File: src/bsp_pkg.sv
// constants of the buffered serial port fifo control and count block
// What this block does
// RULE1 - flow_ctrl_enable set: use cts pin and drive rts as flow control
// RULE2 - flow control off: cts seen asserted (0), internal rts held 0
// RULE3 - software keeps flow_ctrl_enable clear in clocked synchronous mode
// RULE4 - channel without flow control: enable bit reads 0, write only 0
// RULE5 - while tx_queue_flush is 1, transmit fifo is held empty
// RULE6 - while rx_queue_flush is 1, receive fifo is held empty
// RULE7 - reset empties both fifos and clears both flush bits
// RULE8 - loop-back bit routes transmit output internally to receive input
// RULE9 - count register: tx occupancy high byte, rx low byte, readable
// RULE10 - bits 12..8 count tx entries, 0 when empty, 10h when full
// RULE11 - bits 4..0 count rx entries, 0 when empty, 10h when full
// RULE12 - count bits 15..13 and 7..5 read 0, software writes 0
// RULE13 - reset clears the whole count register to 0000h
// RULE14 - rx_level_reached set once rx occupancy exceeds rx trigger
// RULE15 - tx_level_low set once tx occupancy drops to the tx trigger
// RULE16 - counts step by one on each push or pop, one cycle later
package bsp_pkg;
  localparam int          ADDR_W     = 4;
  localparam int          DATA_W     = 16;
  localparam int          BYTE_W     = 8;
  localparam int          CNT_W      = 5;
  localparam int          FIFO_DEPTH = 16;
  localparam int          RTS_LEVEL  = 15;

  // register addresses
  localparam logic [3:0]  OFS_CTRL   = 4'h0;
  localparam logic [3:0]  OFS_COUNT  = 4'h1;
  localparam logic [3:0]  OFS_TXQ    = 4'h2;
  localparam logic [3:0]  OFS_RXQ    = 4'h3;
  localparam logic [3:0]  OFS_STAT   = 4'h4;
  localparam logic [3:0]  OFS_MASK   = 4'h5;

  // fifo_control fields
  localparam int          B_LOOP     = 0;
  localparam int          B_RXFLUSH  = 1;
  localparam int          B_TXFLUSH  = 2;
  localparam int          B_FLOW     = 3;
  localparam int          F_TTRG_LO  = 4;
  localparam int          F_RTRG_LO  = 6;
  localparam logic [7:0]  CTRL_RST   = 8'h00;
  localparam logic [7:0]  CTRL_WMASK = 8'hFF;

  // fifo_occupancy_count fields
  localparam int          F_TXCNT_LO = 8;
  localparam int          F_RXCNT_LO = 0;
  localparam logic [15:0] COUNT_RST  = 16'h0000;

  // status and mask bits
  localparam int          ST_W       = 3;
  localparam int          S_RXLVL    = 0;
  localparam int          S_TXLOW    = 1;
  localparam int          S_OVRUN    = 2;
  localparam logic [2:0]  STAT_RST   = 3'h0;
  localparam logic [2:0]  MASK_RST   = 3'h0;

  // trigger levels
  localparam logic [4:0]  RT_A0 = 5'h01, RT_A1 = 5'h04;
  localparam logic [4:0]  RT_S1 = 5'h02, RT_2 = 5'h08, RT_3 = 5'h0E;
  localparam logic [4:0]  TT_0 = 5'h08, TT_1 = 5'h04;
  localparam logic [4:0]  TT_2 = 5'h02, TT_3 = 5'h00;
endpackage : bsp_pkg
File: src/bsp_chan.sv
// fifo control, occupancy count, flow control and loop-back of one channel
`timescale 1ns/1ps
module bsp_chan #(
  parameter bit HAS_FLOW = 1'b1,
  parameter int DEPTH    = 16
) (
  input  wire logic                       clk,
  input  wire logic                       rst_n,
  input  wire logic [bsp_pkg::ADDR_W-1:0] addr,
  input  wire logic [bsp_pkg::DATA_W-1:0] wdata,
  input  wire logic                       wr,
  input  wire logic                       rd,
  output logic      [bsp_pkg::DATA_W-1:0] rdata,
  output logic                            irq,
  input  wire logic                       sync_mode,
  input  wire logic                       ser_txd,
  output logic                            ser_rxd,
  output logic                            txd,
  input  wire logic                       rxd,
  input  wire logic                       cts_n,
  output logic                            rts_n,
  output logic                            ser_cts_n,
  output logic      [bsp_pkg::BYTE_W-1:0] tx_data,
  output logic                            tx_valid,
  input  wire logic                       tx_pop,
  input  wire logic                       rx_push,
  input  wire logic [bsp_pkg::BYTE_W-1:0] rx_push_data
);
  import bsp_pkg::*;

  if (DEPTH < 2 || DEPTH > FIFO_DEPTH || (DEPTH & (DEPTH - 1)) != 0)
  begin : g_bad_depth
    $error("bsp_chan: DEPTH must be a power of two from 2 to 16");
  end

  ////////////////////////////////////////////////////////////////////////////
  // trigger decoding
  function automatic logic [CNT_W-1:0] rx_trig_of(input logic [1:0] sel,
                                                   input logic       syn);
    case (sel)
      2'b00:   rx_trig_of = RT_A0;
      2'b01:   rx_trig_of = syn ? RT_S1 : RT_A1;
      2'b10:   rx_trig_of = RT_2;
      default: rx_trig_of = RT_3;
    endcase
  endfunction : rx_trig_of

  function automatic logic [CNT_W-1:0] tx_trig_of(input logic [1:0] sel);
    case (sel)
      2'b00:   tx_trig_of = TT_0;
      2'b01:   tx_trig_of = TT_1;
      2'b10:   tx_trig_of = TT_2;
      default: tx_trig_of = TT_3;
    endcase
  endfunction : tx_trig_of

  ////////////////////////////////////////////////////////////////////////////
  // registers and decode
  logic [7:0]       ctrl;
  logic [ST_W-1:0]  status;
  logic [ST_W-1:0]  mask;
  logic [CNT_W-1:0] tx_cnt;
  logic [CNT_W-1:0] rx_cnt;
  logic             tx_full;
  logic             rx_full;
  logic             rx_avail;
  logic [BYTE_W-1:0] rx_head;

  wire wr_ctrl = wr && addr == OFS_CTRL;
  wire wr_txq  = wr && addr == OFS_TXQ;
  wire wr_stat = wr && addr == OFS_STAT;
  wire wr_mask = wr && addr == OFS_MASK;
  wire rd_rxq  = rd && addr == OFS_RXQ;

  wire flow_en  = ctrl[B_FLOW];
  wire loop_en  = ctrl[B_LOOP];
  wire tx_flush = ctrl[B_TXFLUSH];
  wire rx_flush = ctrl[B_RXFLUSH];

  wire [CNT_W-1:0] rx_trig = rx_trig_of(ctrl[F_RTRG_LO+:2], sync_mode);
  wire [CNT_W-1:0] tx_trig = tx_trig_of(ctrl[F_TTRG_LO+:2]);

  // enable bit is not writable where flow control is absent
  wire [7:0] ctrl_wmask = HAS_FLOW ? CTRL_WMASK           // [RULE4]
                                   : (CTRL_WMASK & ~(8'h01 << B_FLOW));
  wire [7:0] next_ctrl  = wdata[7:0] & ctrl_wmask;

  // count register layout, reserved bits zero
  wire [DATA_W-1:0] count_word =
    {3'h0, tx_cnt, 3'h0, rx_cnt};                         // [RULE9] [RULE12]

  wire rx_lvl_hit = rx_cnt > rx_trig;                     // [RULE14]
  wire tx_low_hit = tx_cnt <= tx_trig;                    // [RULE15]
  wire ovrun_hit  = rx_push && rx_full && !rx_flush;

  wire [ST_W-1:0] set_bits = {ovrun_hit, tx_low_hit, rx_lvl_hit};
  wire [ST_W-1:0] clr_bits = wr_stat ? wdata[ST_W-1:0] : '0;
  // a set in the clearing cycle survives
  wire [ST_W-1:0] next_status = (status & ~clr_bits) | set_bits;

  logic [DATA_W-1:0] rd_mux;
  always_comb begin
    case (addr)
      OFS_CTRL:  rd_mux = {8'h00, ctrl};
      OFS_COUNT: rd_mux = count_word;                     // [RULE10] [RULE11]
      OFS_RXQ:   rd_mux = {8'h00, rx_head};
      OFS_STAT:  rd_mux = {{(DATA_W-ST_W){1'b0}}, status};
      OFS_MASK:  rd_mux = {{(DATA_W-ST_W){1'b0}}, mask};
      default:   rd_mux = '0;
    endcase
  end

  ////////////////////////////////////////////////////////////////////////////
  // register state
  always_ff @(posedge clk or negedge rst_n) begin
    if (!rst_n) begin
      ctrl   <= CTRL_RST;                                 // [RULE7]
      status <= STAT_RST;
      mask   <= MASK_RST;
      rdata  <= '0;
      irq    <= 1'b0;
    end else begin
      if (wr_ctrl) ctrl <= next_ctrl;
      if (wr_mask) mask <= wdata[ST_W-1:0];
      status <= next_status;
      rdata  <= rd ? rd_mux : '0;
      irq    <= |(next_status & mask);
    end
  end

  ////////////////////////////////////////////////////////////////////////////
  // fifos
  bsp_fifo #(
    .W     (BYTE_W),
    .DEPTH (DEPTH),
    .CW    (CNT_W)
  ) u_txq (
    .clk       (clk),
    .rst_n     (rst_n),
    .flush     (tx_flush),                                // [RULE5]
    .push      (wr_txq),                                  // [RULE16]
    .push_data (wdata[BYTE_W-1:0]),
    .pop       (tx_pop),
    .head      (tx_data),
    .count     (tx_cnt),
    .not_empty (tx_valid),
    .full      (tx_full)
  );

  bsp_fifo #(
    .W     (BYTE_W),
    .DEPTH (DEPTH),
    .CW    (CNT_W)
  ) u_rxq (
    .clk       (clk),
    .rst_n     (rst_n),
    .flush     (rx_flush),                                // [RULE6]
    .push      (rx_push),                                 // [RULE16]
    .push_data (rx_push_data),
    .pop       (rd_rxq),
    .head      (rx_head),
    .count     (rx_cnt),
    .not_empty (rx_avail),
    .full      (rx_full)
  );

  ////////////////////////////////////////////////////////////////////////////
  // flow control and loop-back
  wire rts_int = flow_en && rx_cnt >= CNT_W'(RTS_LEVEL);  // [RULE1] [RULE2]

  always_ff @(posedge clk or negedge rst_n) begin
    if (!rst_n) begin
      ser_cts_n <= 1'b0;
      rts_n     <= 1'b0;
      txd       <= 1'b1;
      ser_rxd   <= 1'b1;
    end else begin
      ser_cts_n <= flow_en ? cts_n : 1'b0;                // [RULE1] [RULE2]
      rts_n     <= rts_int;
      txd       <= loop_en ? 1'b1 : ser_txd;              // [RULE8]
      ser_rxd   <= loop_en ? ser_txd : rxd;               // [RULE8]
    end
  end

  ////////////////////////////////////////////////////////////////////////////
  // checks
  a_cts_forced_on: assert property ( // [RULE2]
    @(posedge clk) disable iff (!rst_n)
    !flow_en |=> ser_cts_n == 1'b0 && rts_n == 1'b0)
    else $error("cts not forced asserted with flow control off");

  a_cts_follows_pin: assert property ( // [RULE1]
    @(posedge clk) disable iff (!rst_n)
    flow_en |=> ser_cts_n == $past(cts_n))
    else $error("cts does not follow pin with flow control on");

  a_rts_hold_off: assert property ( // [RULE1]
    @(posedge clk) disable iff (!rst_n)
    flow_en && rx_cnt >= CNT_W'(RTS_LEVEL) |=> rts_n)
    else $error("rts not raised on nearly full receive fifo");

  a_no_flow_bit: assert property ( // [RULE4]
    @(posedge clk) disable iff (!rst_n)
    !HAS_FLOW |-> !flow_en)
    else $error("flow enable set on channel without flow control");

  a_tx_flush_empty: assert property ( // [RULE5]
    @(posedge clk) disable iff (!rst_n)
    tx_flush |=> tx_cnt == '0 && !tx_valid)
    else $error("transmit fifo not empty after flush");

  a_rx_flush_empty: assert property ( // [RULE6]
    @(posedge clk) disable iff (!rst_n)
    rx_flush |=> rx_cnt == '0 && !rx_avail)
    else $error("receive fifo not empty after flush");

  a_reset_empty: assert property ( // [RULE7]
    @(posedge clk) disable iff (!rst_n)
    $rose(rst_n) |-> tx_cnt == '0 && rx_cnt == '0 && !tx_flush && !rx_flush)
    else $error("fifos or flush bits not cleared by reset");

  a_reset_count: assert property ( // [RULE13]
    @(posedge clk) disable iff (!rst_n)
    $rose(rst_n) |-> count_word == COUNT_RST)
    else $error("count register not zero after reset");

  a_loop_route: assert property (@(posedge clk) disable iff (!rst_n) // [RULE8]
    loop_en |=> ser_rxd == $past(ser_txd) && txd)
    else $error("loop-back does not route transmit to receive");

  a_count_read: assert property (@(posedge clk) disable iff (!rst_n) // [RULE9]
    rd && addr == OFS_COUNT |=> rdata[12:8] == $past(tx_cnt)
      && rdata[4:0] == $past(rx_cnt))
    else $error("count register read does not show occupancy");

  a_count_resv: assert property ( // [RULE12]
    @(posedge clk) disable iff (!rst_n)
    rd && addr == OFS_COUNT |=> rdata[15:13] == 3'h0 && rdata[7:5] == 3'h0)
    else $error("reserved count bits not zero");

  a_tx_count_max: assert property ( // [RULE10]
    @(posedge clk) disable iff (!rst_n)
    tx_cnt <= CNT_W'(DEPTH) && (tx_full == (tx_cnt == CNT_W'(DEPTH))))
    else $error("transmit count out of range");

  a_rx_count_max: assert property ( // [RULE11]
    @(posedge clk) disable iff (!rst_n)
    rx_cnt <= CNT_W'(DEPTH) && (rx_full == (rx_cnt == CNT_W'(DEPTH))))
    else $error("receive count out of range");

  a_rx_push_step: assert property ( // [RULE16]
    @(posedge clk) disable iff (!rst_n)
    rx_push && !rx_full && !rd_rxq && !rx_flush
      |=> rx_cnt == $past(rx_cnt) + CNT_W'(1))
    else $error("receive count did not step on push");

  a_tx_pop_step: assert property ( // [RULE16]
    @(posedge clk) disable iff (!rst_n)
    tx_pop && tx_valid && !wr_txq && !tx_flush
      |=> tx_cnt == $past(tx_cnt) - CNT_W'(1))
    else $error("transmit count did not step on pop");

  a_rx_level_flag: assert property ( // [RULE14]
    @(posedge clk) disable iff (!rst_n)
    rx_cnt > rx_trig |=> status[S_RXLVL])
    else $error("rx_level_reached not set above trigger");

  a_tx_level_flag: assert property ( // [RULE15]
    @(posedge clk) disable iff (!rst_n)
    tx_cnt <= tx_trig |=> status[S_TXLOW])
    else $error("tx_level_low not set at trigger");

  a_irq_follows: assert property (@(posedge clk) disable iff (!rst_n)
    ##1 irq == |($past(next_status) & $past(mask)))
    else $error("interrupt does not follow masked status");
endmodule : bsp_chan

File: src/bsp_fifo.sv
// byte fifo with flush, occupancy count and registered flags
`timescale 1ns/1ps
module bsp_fifo #(
  parameter int W     = 8,
  parameter int DEPTH = 16,
  parameter int CW    = 5
) (
  input  wire logic          clk,
  input  wire logic          rst_n,
  input  wire logic          flush,
  input  wire logic          push,
  input  wire logic [W-1:0]  push_data,
  input  wire logic          pop,
  output logic      [W-1:0]  head,
  output logic      [CW-1:0] count,
  output logic               not_empty,
  output logic               full
);
  localparam int PW = $clog2(DEPTH);
  localparam bit BAD_PARAM = DEPTH < 2 || (DEPTH & (DEPTH - 1)) != 0
                             || CW < $clog2(DEPTH + 1);

  if (BAD_PARAM) begin : g_bad_param
    $error("bsp_fifo: DEPTH must be a power of two that fits in CW");
  end

  logic [W-1:0]  mem [DEPTH];
  logic [PW-1:0] wr_ptr;
  logic [PW-1:0] rd_ptr;
  logic [CW-1:0] next_count;
  wire           do_push = push && !full && !flush;
  wire           do_pop  = pop && not_empty && !flush;

  assign head = mem[rd_ptr];

  always_comb begin
    next_count = count;
    if (flush)
      next_count = '0;
    else if (do_push && !do_pop)
      next_count = count + CW'(1);
    else if (do_pop && !do_push)
      next_count = count - CW'(1);
  end

  always_ff @(posedge clk or negedge rst_n) begin
    if (!rst_n) begin
      wr_ptr    <= '0;
      rd_ptr    <= '0;
      count     <= '0;
      not_empty <= 1'b0;
      full      <= 1'b0;
    end else begin
      wr_ptr    <= flush ? '0 : wr_ptr + PW'(do_push);
      rd_ptr    <= flush ? '0 : rd_ptr + PW'(do_pop);
      count     <= next_count;
      not_empty <= next_count != '0;
      full      <= next_count == CW'(DEPTH);
    end
  end

  always_ff @(posedge clk) begin
    if (do_push) begin
      mem[wr_ptr] <= push_data;
    end
  end
endmodule : bsp_fifo

File: config.mk
export PLATFORM = sky130hd
export DESIGN_NAME = bsp_chan
export DESIGN_NICKNAME = d
export VERILOG_FILES = /design/src/bsp_pkg.sv /design/src/bsp_chan.sv /design/src/bsp_fifo.sv
export SDC_FILE = /design/constraint.sdc
export NUM_CORES = 1
export LEC_CHECK = 0
export BUFFER_PORTS_ARGS = -buffer_cell sky130_fd_sc_hd__buf_4
export CAP_MARGIN = 10
export CELL_PAD_IN_SITES_DETAIL_PLACEMENT = 1
export CELL_PAD_IN_SITES_GLOBAL_PLACEMENT = 1
export CORE_ASPECT_RATIO = 1.25
export CORE_MARGIN = 4
export CORE_UTILIZATION = 57
export CTS_CLUSTER_DIAMETER = 120
export DETAILED_ROUTE_END_ITERATION = 8
export MAX_ROUTING_LAYER = met4
export PLACE_DENSITY_LB_ADDON = 0.2
export SLEW_MARGIN = 20
export SYNTH_ARGS = -nofsm -noshare
export SYNTH_HDL_FRONTEND = slang
export SYNTH_HIERARCHICAL = 1
export SYNTH_SLANG_ARGS = --single-unit
File: constraint.sdc
create_clock -name clk -period 4.9 [get_ports clk]
set_clock_uncertainty 0.05 [all_clocks]
set_input_delay 0.98 -clock clk [delete_from_list [all_inputs] [get_ports clk]]
set_output_delay 0.98 -clock clk [all_outputs]
set_load 0.005 [all_outputs]
Yosys cells after proc, flatten, opt, wreduce, memory -nomap -nowiden
Memories as Yosys holds them, arrays and structs flattened.
Index checks and enable logic that the tools add are counted.
{"block": "word_totals", "latchBits": 0, "out_inout_bits": 30, "ff_bits": 65, "mem_count": 2, "rom_bits": 0, "ram_bits": 256}
{"name": "u_rxq.mem", "depth": 16, "word_bits": 8, "read_ports": 1, "rd_clocked_by_memory_dff": 0, "write_ports": 1, "line": "bsp_fifo.sv:27", "source": "logic [W-1:0] mem [DEPTH];"}
{"name": "u_txq.mem", "depth": 16, "word_bits": 8, "read_ports": 1, "rd_clocked_by_memory_dff": 0, "write_ports": 1, "line": "bsp_fifo.sv:27"}
{"block": "classes", "n_lt_le_gt_ge": 3, "reduce_logical": 34, "shifts": 0, "add_sub_neg": 8, "n_mux": 23, "div": 0, "multipliers": 0, "n_bitwise": 4, "n_eq_ne": 11}
{"cell": "$pmux 13 s5", "count": 1}
{"cell": "$mux 5", "count": 6}
{"cell": "$pmux 4 s3", "count": 2}
{"cell": "$logic_and 1x1->1", "count": 20}
{"cell": "$add 4x1->4", "count": 4}
{"cell": "$mux 16", "count": 1}
{"cell": "$mux 4", "count": 4}
{"cell": "$add 5x1->5 const B", "count": 2}
{"cell": "$eq 5x5->1 const B", "count": 2}
{"cell": "$reduce_bool 5->1", "count": 2}
{"cell": "$sub 5x1->5 const B", "count": 2}
{"cell": "$eq 4x2->1 const B", "count": 2}
{"cell": "$eq 4x3->1 const B", "count": 2}
{"cell": "$logic_not 1->1", "count": 8}
{"cell": "$mux 1", "count": 7}
{"cell": "$and 3x3->3", "count": 2}
{"cell": "$mux 3", "count": 2}
{"cell": "$ge 5x4->1 const B", "count": 1}
{"cell": "$gt 5x5->1", "count": 1}
{"cell": "$le 5x5->1", "count": 1}
{"cell": "$eq 2x1->1 const B", "count": 2}
{"cell": "$eq 2x2->1 const B", "count": 2}
{"cell": "$eq 4x1->1 const B", "count": 1}
{"cell": "$logic_not 2->1", "count": 2}
{"cell": "4 further kinds", "count": 4}

Logic depth before layout (Yosys ltp)
{"block": "logic_depth", "ltp_word": 10, "ltp_mapped": 10, "ltp_nobuf": 8}

Cells and area by module
Netlist, hierarchy kept.
{"module": "bsp_fifo (u_txq)", "cells_each": 285, "area_per_inst_um2": 5845.6, "n_inst": 1}
{"module": "bsp_fifo (u_rxq)", "cells_each": 287, "area_per_inst_um2": 5835.6, "n_inst": 1}
{"module": "bsp_chan", "cells_each": 139, "area_per_inst_um2": 1641.6, "n_inst": 1}

Worst setup path before layout
Ideal clock, no wire load.
{"block": "synth_path", "kind": "input port to flip-flop", "startpoint": "input addr[0] in the netlist's numbering", "endpoint": "memory u_txq.mem[0][0] (enable)", "required_time_ns": 4.467, "arrival_ns": 2.760, "setup_time_ns": 0.383, "setup_slack_ns": 1.707, "stages": 6, "path_buffers": 2, "cell_sequence": "buf_6 > nor4b_1 > nand2b_1 > clkbuf_1 > or4_1 > nor3_1"}
{"block": "synth_via", "elab_chain_len": 6}
{"item": "start, declared", "line": "bsp_chan.sv:9", "source": "input wire logic [bsp_pkg::ADDR_W-1:0] addr,"}
{"item": "$eq 4x2->1", "line": "bsp_chan.sv:70", "source": "wire wr_txq = wr && addr == OFS_TXQ;"}
{"item": "$logic_and 1x1->1", "line": "bsp_chan.sv:70"}
{"item": "net wr_txq", "line": "bsp_chan.sv:70"}
{"item": "$logic_and 1x1->1 (2 in a row)", "line": "bsp_fifo.sv:31", "source": "wire do_push = push && !full && !flush;"}
{"item": "$mux 1", "line": "bsp_fifo.sv:63", "source": "if (do_push) begin"}
{"item": "$mux 1 (implied by the code)", "line": "bsp_fifo.sv:64", "source": "mem[wr_ptr] <= push_data;"}
{"item": "end, declared", "line": "bsp_fifo.sv:27"}
The timed path passes the listed nets, and every way through them passes these cells.

Worst setup path in the final report
{"block": "layout_path", "startpoint": "register u_txq.rd_ptr[0]", "endpoint": "output tx_data[6] in the netlist's numbering"}
{"block": "layout_via", "elab_chain_len": 1}
{"item": "start, declared", "line": "bsp_fifo.sv:29", "source": "logic [PW-1:0] rd_ptr;"}
{"item": "start signal, assigned", "line": "bsp_fifo.sv:55", "source": "rd_ptr <= flush ? '0 : rd_ptr + PW'(do_pop);"}
{"item": "$mem_v2 16x8"}
{"item": "end, declared", "line": "bsp_chan.sv:23", "source": "output logic [bsp_pkg::BYTE_W-1:0] tx_data,"}
Every way passes these cells.

==> results_dict.tcl <==
set metrics [dict create \
    synth_commonest_cells "edfxtp_1 (256), dfrtp_1 (60), nor2_1 (60)" \
    num_io_pins 68 \
    die_width_um 145 \
    worst_setup_path_end_kind "primary output" \
    dp_hpwl_um 20800 \
    number_of_global_route_vias_before_repair 7630 \
    hold_vio_cnt_final 0 \
    cts.htree.levels 1 \
    drc_errors 0 \
    synthesis.yosys.warnings 6 \
    detail_route.iter0.violations 408 \
    fmaxAchievable_mhz 265 \
    post_synth_num_cell_types 63 \
    core_um2 23000 \
    worst_setup_sp_type "flop" \
    synth.area.top_cells "edfxtp_1 (58%), dfrtp_1 (11%), mux4_1 (7.5%)" \
    max_stage_delay_ns 0.74 \
    cp_num_cells 4 \
    row_count 62 \
    antenna_found_initial 0 \
    cts.sink_count 318 \
    cts_made_buffers 30 \
    largest_delay_contributor_family_on_the_critical_path "multiplexers" \
    route.detailed.vias_per_inst 6.31 \
    global_route.overflow_total 0 \
    slew_headroom_pct 29.7 \
    final_critical_path_setup_slack_ns 1.12 \
    totalPowerFinal_mw 6.58 \
    ys_seq_area_share_pct 69.4 \
    tritoncts "built" \
    routability_congestion_estimate_from_global_placement 0.819 \
    grt_pass1_wl_um 45900 \
    data_required_critical_path_ns 3.87 \
    worstReg2RegEnd "rdata[0]$_DFF_PN0_" \
    die_area_um2 25900 \
    final_antenna_net_count 0 \
    outcome "finished, final reports clean" \
    critPathArrivalTime_ns 2.75 \
    cap_violations 0 \
    netlist.area_leader.share_pct 57.7 \
    worst_pin_slew_ns 1.05 \
    firstDrtPassIters 7 \
    vert_die_dim_um 179 \
    ctsRootBufferMaster "clkbuf_16" \
    postSynth.topFlopCell "edfxtp_1" \
    asyncSetResetFlopFracSynth_pct 19.5 \
    vias 6886 \
    min_period_over_period_pct 77.1 \
    timing.hold.worst.class "in -> async" \
    cp_slowest_cell "mux4_1" \
    netlist_area_um2 13300 \
    final_cell_count_no_fill 1092 \
    r2r_setup_slack_ns 1.84 \
    post_cts_resized 0 \
    leakage_nw 5.30 \
    cellPowerDensity_nw_per_um2 440 \
    ctsHoldBuffers 0 \
    postcts_setup_bufs 0 \
    synthesized_instance_count 711 \
    cts.reportedPaths.clkPinSlew_ns 0.06 \
    final_nets 837 \
    placed_area_um2 13900 \
    cp_num_buf_inv 2 \
    worstReg2RegStart "u_rxq/rd_ptr[0]$_DFF_PN0_" \
    crit_top_cell "buf_4" \
    post-place-cells 1036 \
    rsz0062_at_grt "no" \
    io_buffers 56 \
    reg2regPathDepth 6 \
    netlist.top_cell.by_area "edfxtp_1" \
    vdd_drop_max_v 0.000333 \
    most_common_cell_in_the_netlist "edfxtp_1" \
    antenna_cells 0 \
    track_usage_pct 24.7 \
    setup_violations 0 \
    finalWirelength_um 30100 \
    synth.avg_cell_area_um2 18.7 \
    final_design_area_no_fill_um2 14900 \
    avgRoutedWirePerCell_um 27.6 \
    grt_start_max_net_pins 63 \
    timing_max_transition_violations_final 0 \
    skew_pair_late_insertion_delay_ns 0.55 \
    maximum_number_of_buffers_from_clock_root_to_sink 3 \
    tns_setup_ns 0 \
    ordered_cell_list_for_the_critical_path "buf_4 -> mux4_1 -> mux4_2 -> buf_4" \
    synth_enable_flop_cells 256 \
    period_minus_ws_final_ns 3.78 \
    crit_path_max_fanout 33 \
    initial_core_util_pct 58.0 \
    dp_slack_ns 1.00 \
    startpoint_to_endpoint_class_of_the_critical_path "reg -> out" \
    drive_gt1_share_pct 23.3 \
    areaGrowthSynthToFinish_pct 12.2 \
    ys_ff_latch 318 \
]
==> flip-flops by register name (all words and copies together), names as in the netlist, 3 cells and up <==
| signal | flops |
|---|---|
| ctrl | 8 |
| mask | 3 |
| rdata | 13 |
| status | 3 |
| u_rxq/count | 5 |
| u_rxq/mem | 128 |
| u_rxq/rd_ptr | 4 |
| u_rxq/wr_ptr | 4 |
| u_txq/count | 5 |
| u_txq/mem | 128 |
| u_txq/rd_ptr | 4 |
| u_txq/wr_ptr | 4 |
==> report_power, final <==
part	internal, mW	total, mW	switching [mW]
Combinational	0.517	1.05	0.533
Sequential	3.06	3.21	0.153
Clock	1.37	2.31	0.944
==> logic make-up (layout without fill, tap and decap cells) <==
logic type	count (synthesis)	after routing	share of synthesized area (%)
and+or+nand+nor	167	167	6.56
other	1	3	0.0281
buffers and inverters	51	142	2.56
AOI/OAI and AO/OA	42	42	2.34
adders and majority gates	19	19	1.78
muxes	100	100	16.5
DFF	318	318	69.4
xor gates and xnor gates	13	13	0.855
==> per-layer routing <==
layer  track usage [%]  up-vias  wire length [µm]
met5                 -        -                 0
met4              7.81        0               916
met3              2.83       57              1040
met2              45.5      182             17400
met1              27.8     3655             10800
li1                  -     2992                 -
==> cell usage in the layout, fill, tap and decap left out, types with 10 or more instances in the layout <==
master     netlist  final
nor2_1          60     60
inv_1           12     12
dfrtp_1         60     59
and3_1          10     10
mux4_1          38     38
buf_4            4     73
nor3_1          14     14
clkbuf_16        0     31
edfxtp_1       256    256
nand3_1         12     12
ha_1            19     19
mux4_2          42     42
nor2b_1         15     15
nand2_1         15     15
==> worst reg2reg max path, stage by stage, from the launching register on <==
cell and delay (ns):
dfrtp_2 0.80, buf_4 0.39, mux4_1 0.62, mux4_2 0.50
a22o_1 0.22, a222oi_1 0.24, nor2_1 0.11
==> worst max path at each step <==
stage | startpoint | to
floorplan | addr[0] | u_txq/mem[0][0]$_DFFE_PP_
global placement | addr[3] | u_txq/mem[5][2]$_DFFE_PP_
detailed placement | addr[3] | u_txq/mem[5][1]$_DFFE_PP_
CTS | u_txq/rd_ptr[0]$_DFF_PN0_ | tx_data[6]
global route | u_txq/rd_ptr[0]$_DFF_PN0_ | tx_data[6]
finish | u_txq/rd_ptr[0]$_DFF_PN0_ | tx_data[6]
==> layout make-up <==
type	count	area [µm²]
Clock buffer	40	850
Multi-Input combinational cell	344	3750
Inverter	13	48.8
Fill cell	1896	8010
Sequential cell	318	9240
Tap cell	288	360
Clock inverter	16	153
Timing Repair Buffer	73	548
==> stage by stage <==
stage | hold slack [ns] | util (%)
final | 0.472 | 65.1
after global routing | 0.505 | 65.1
after CTS | 0.486 | 65.1
after detailed placement | 0.470 | 60.7
after global placement | 0.449 | 60.7
after floorplan | 0.412 | -
Note: power is estimated with default switching activity, not from simulation.
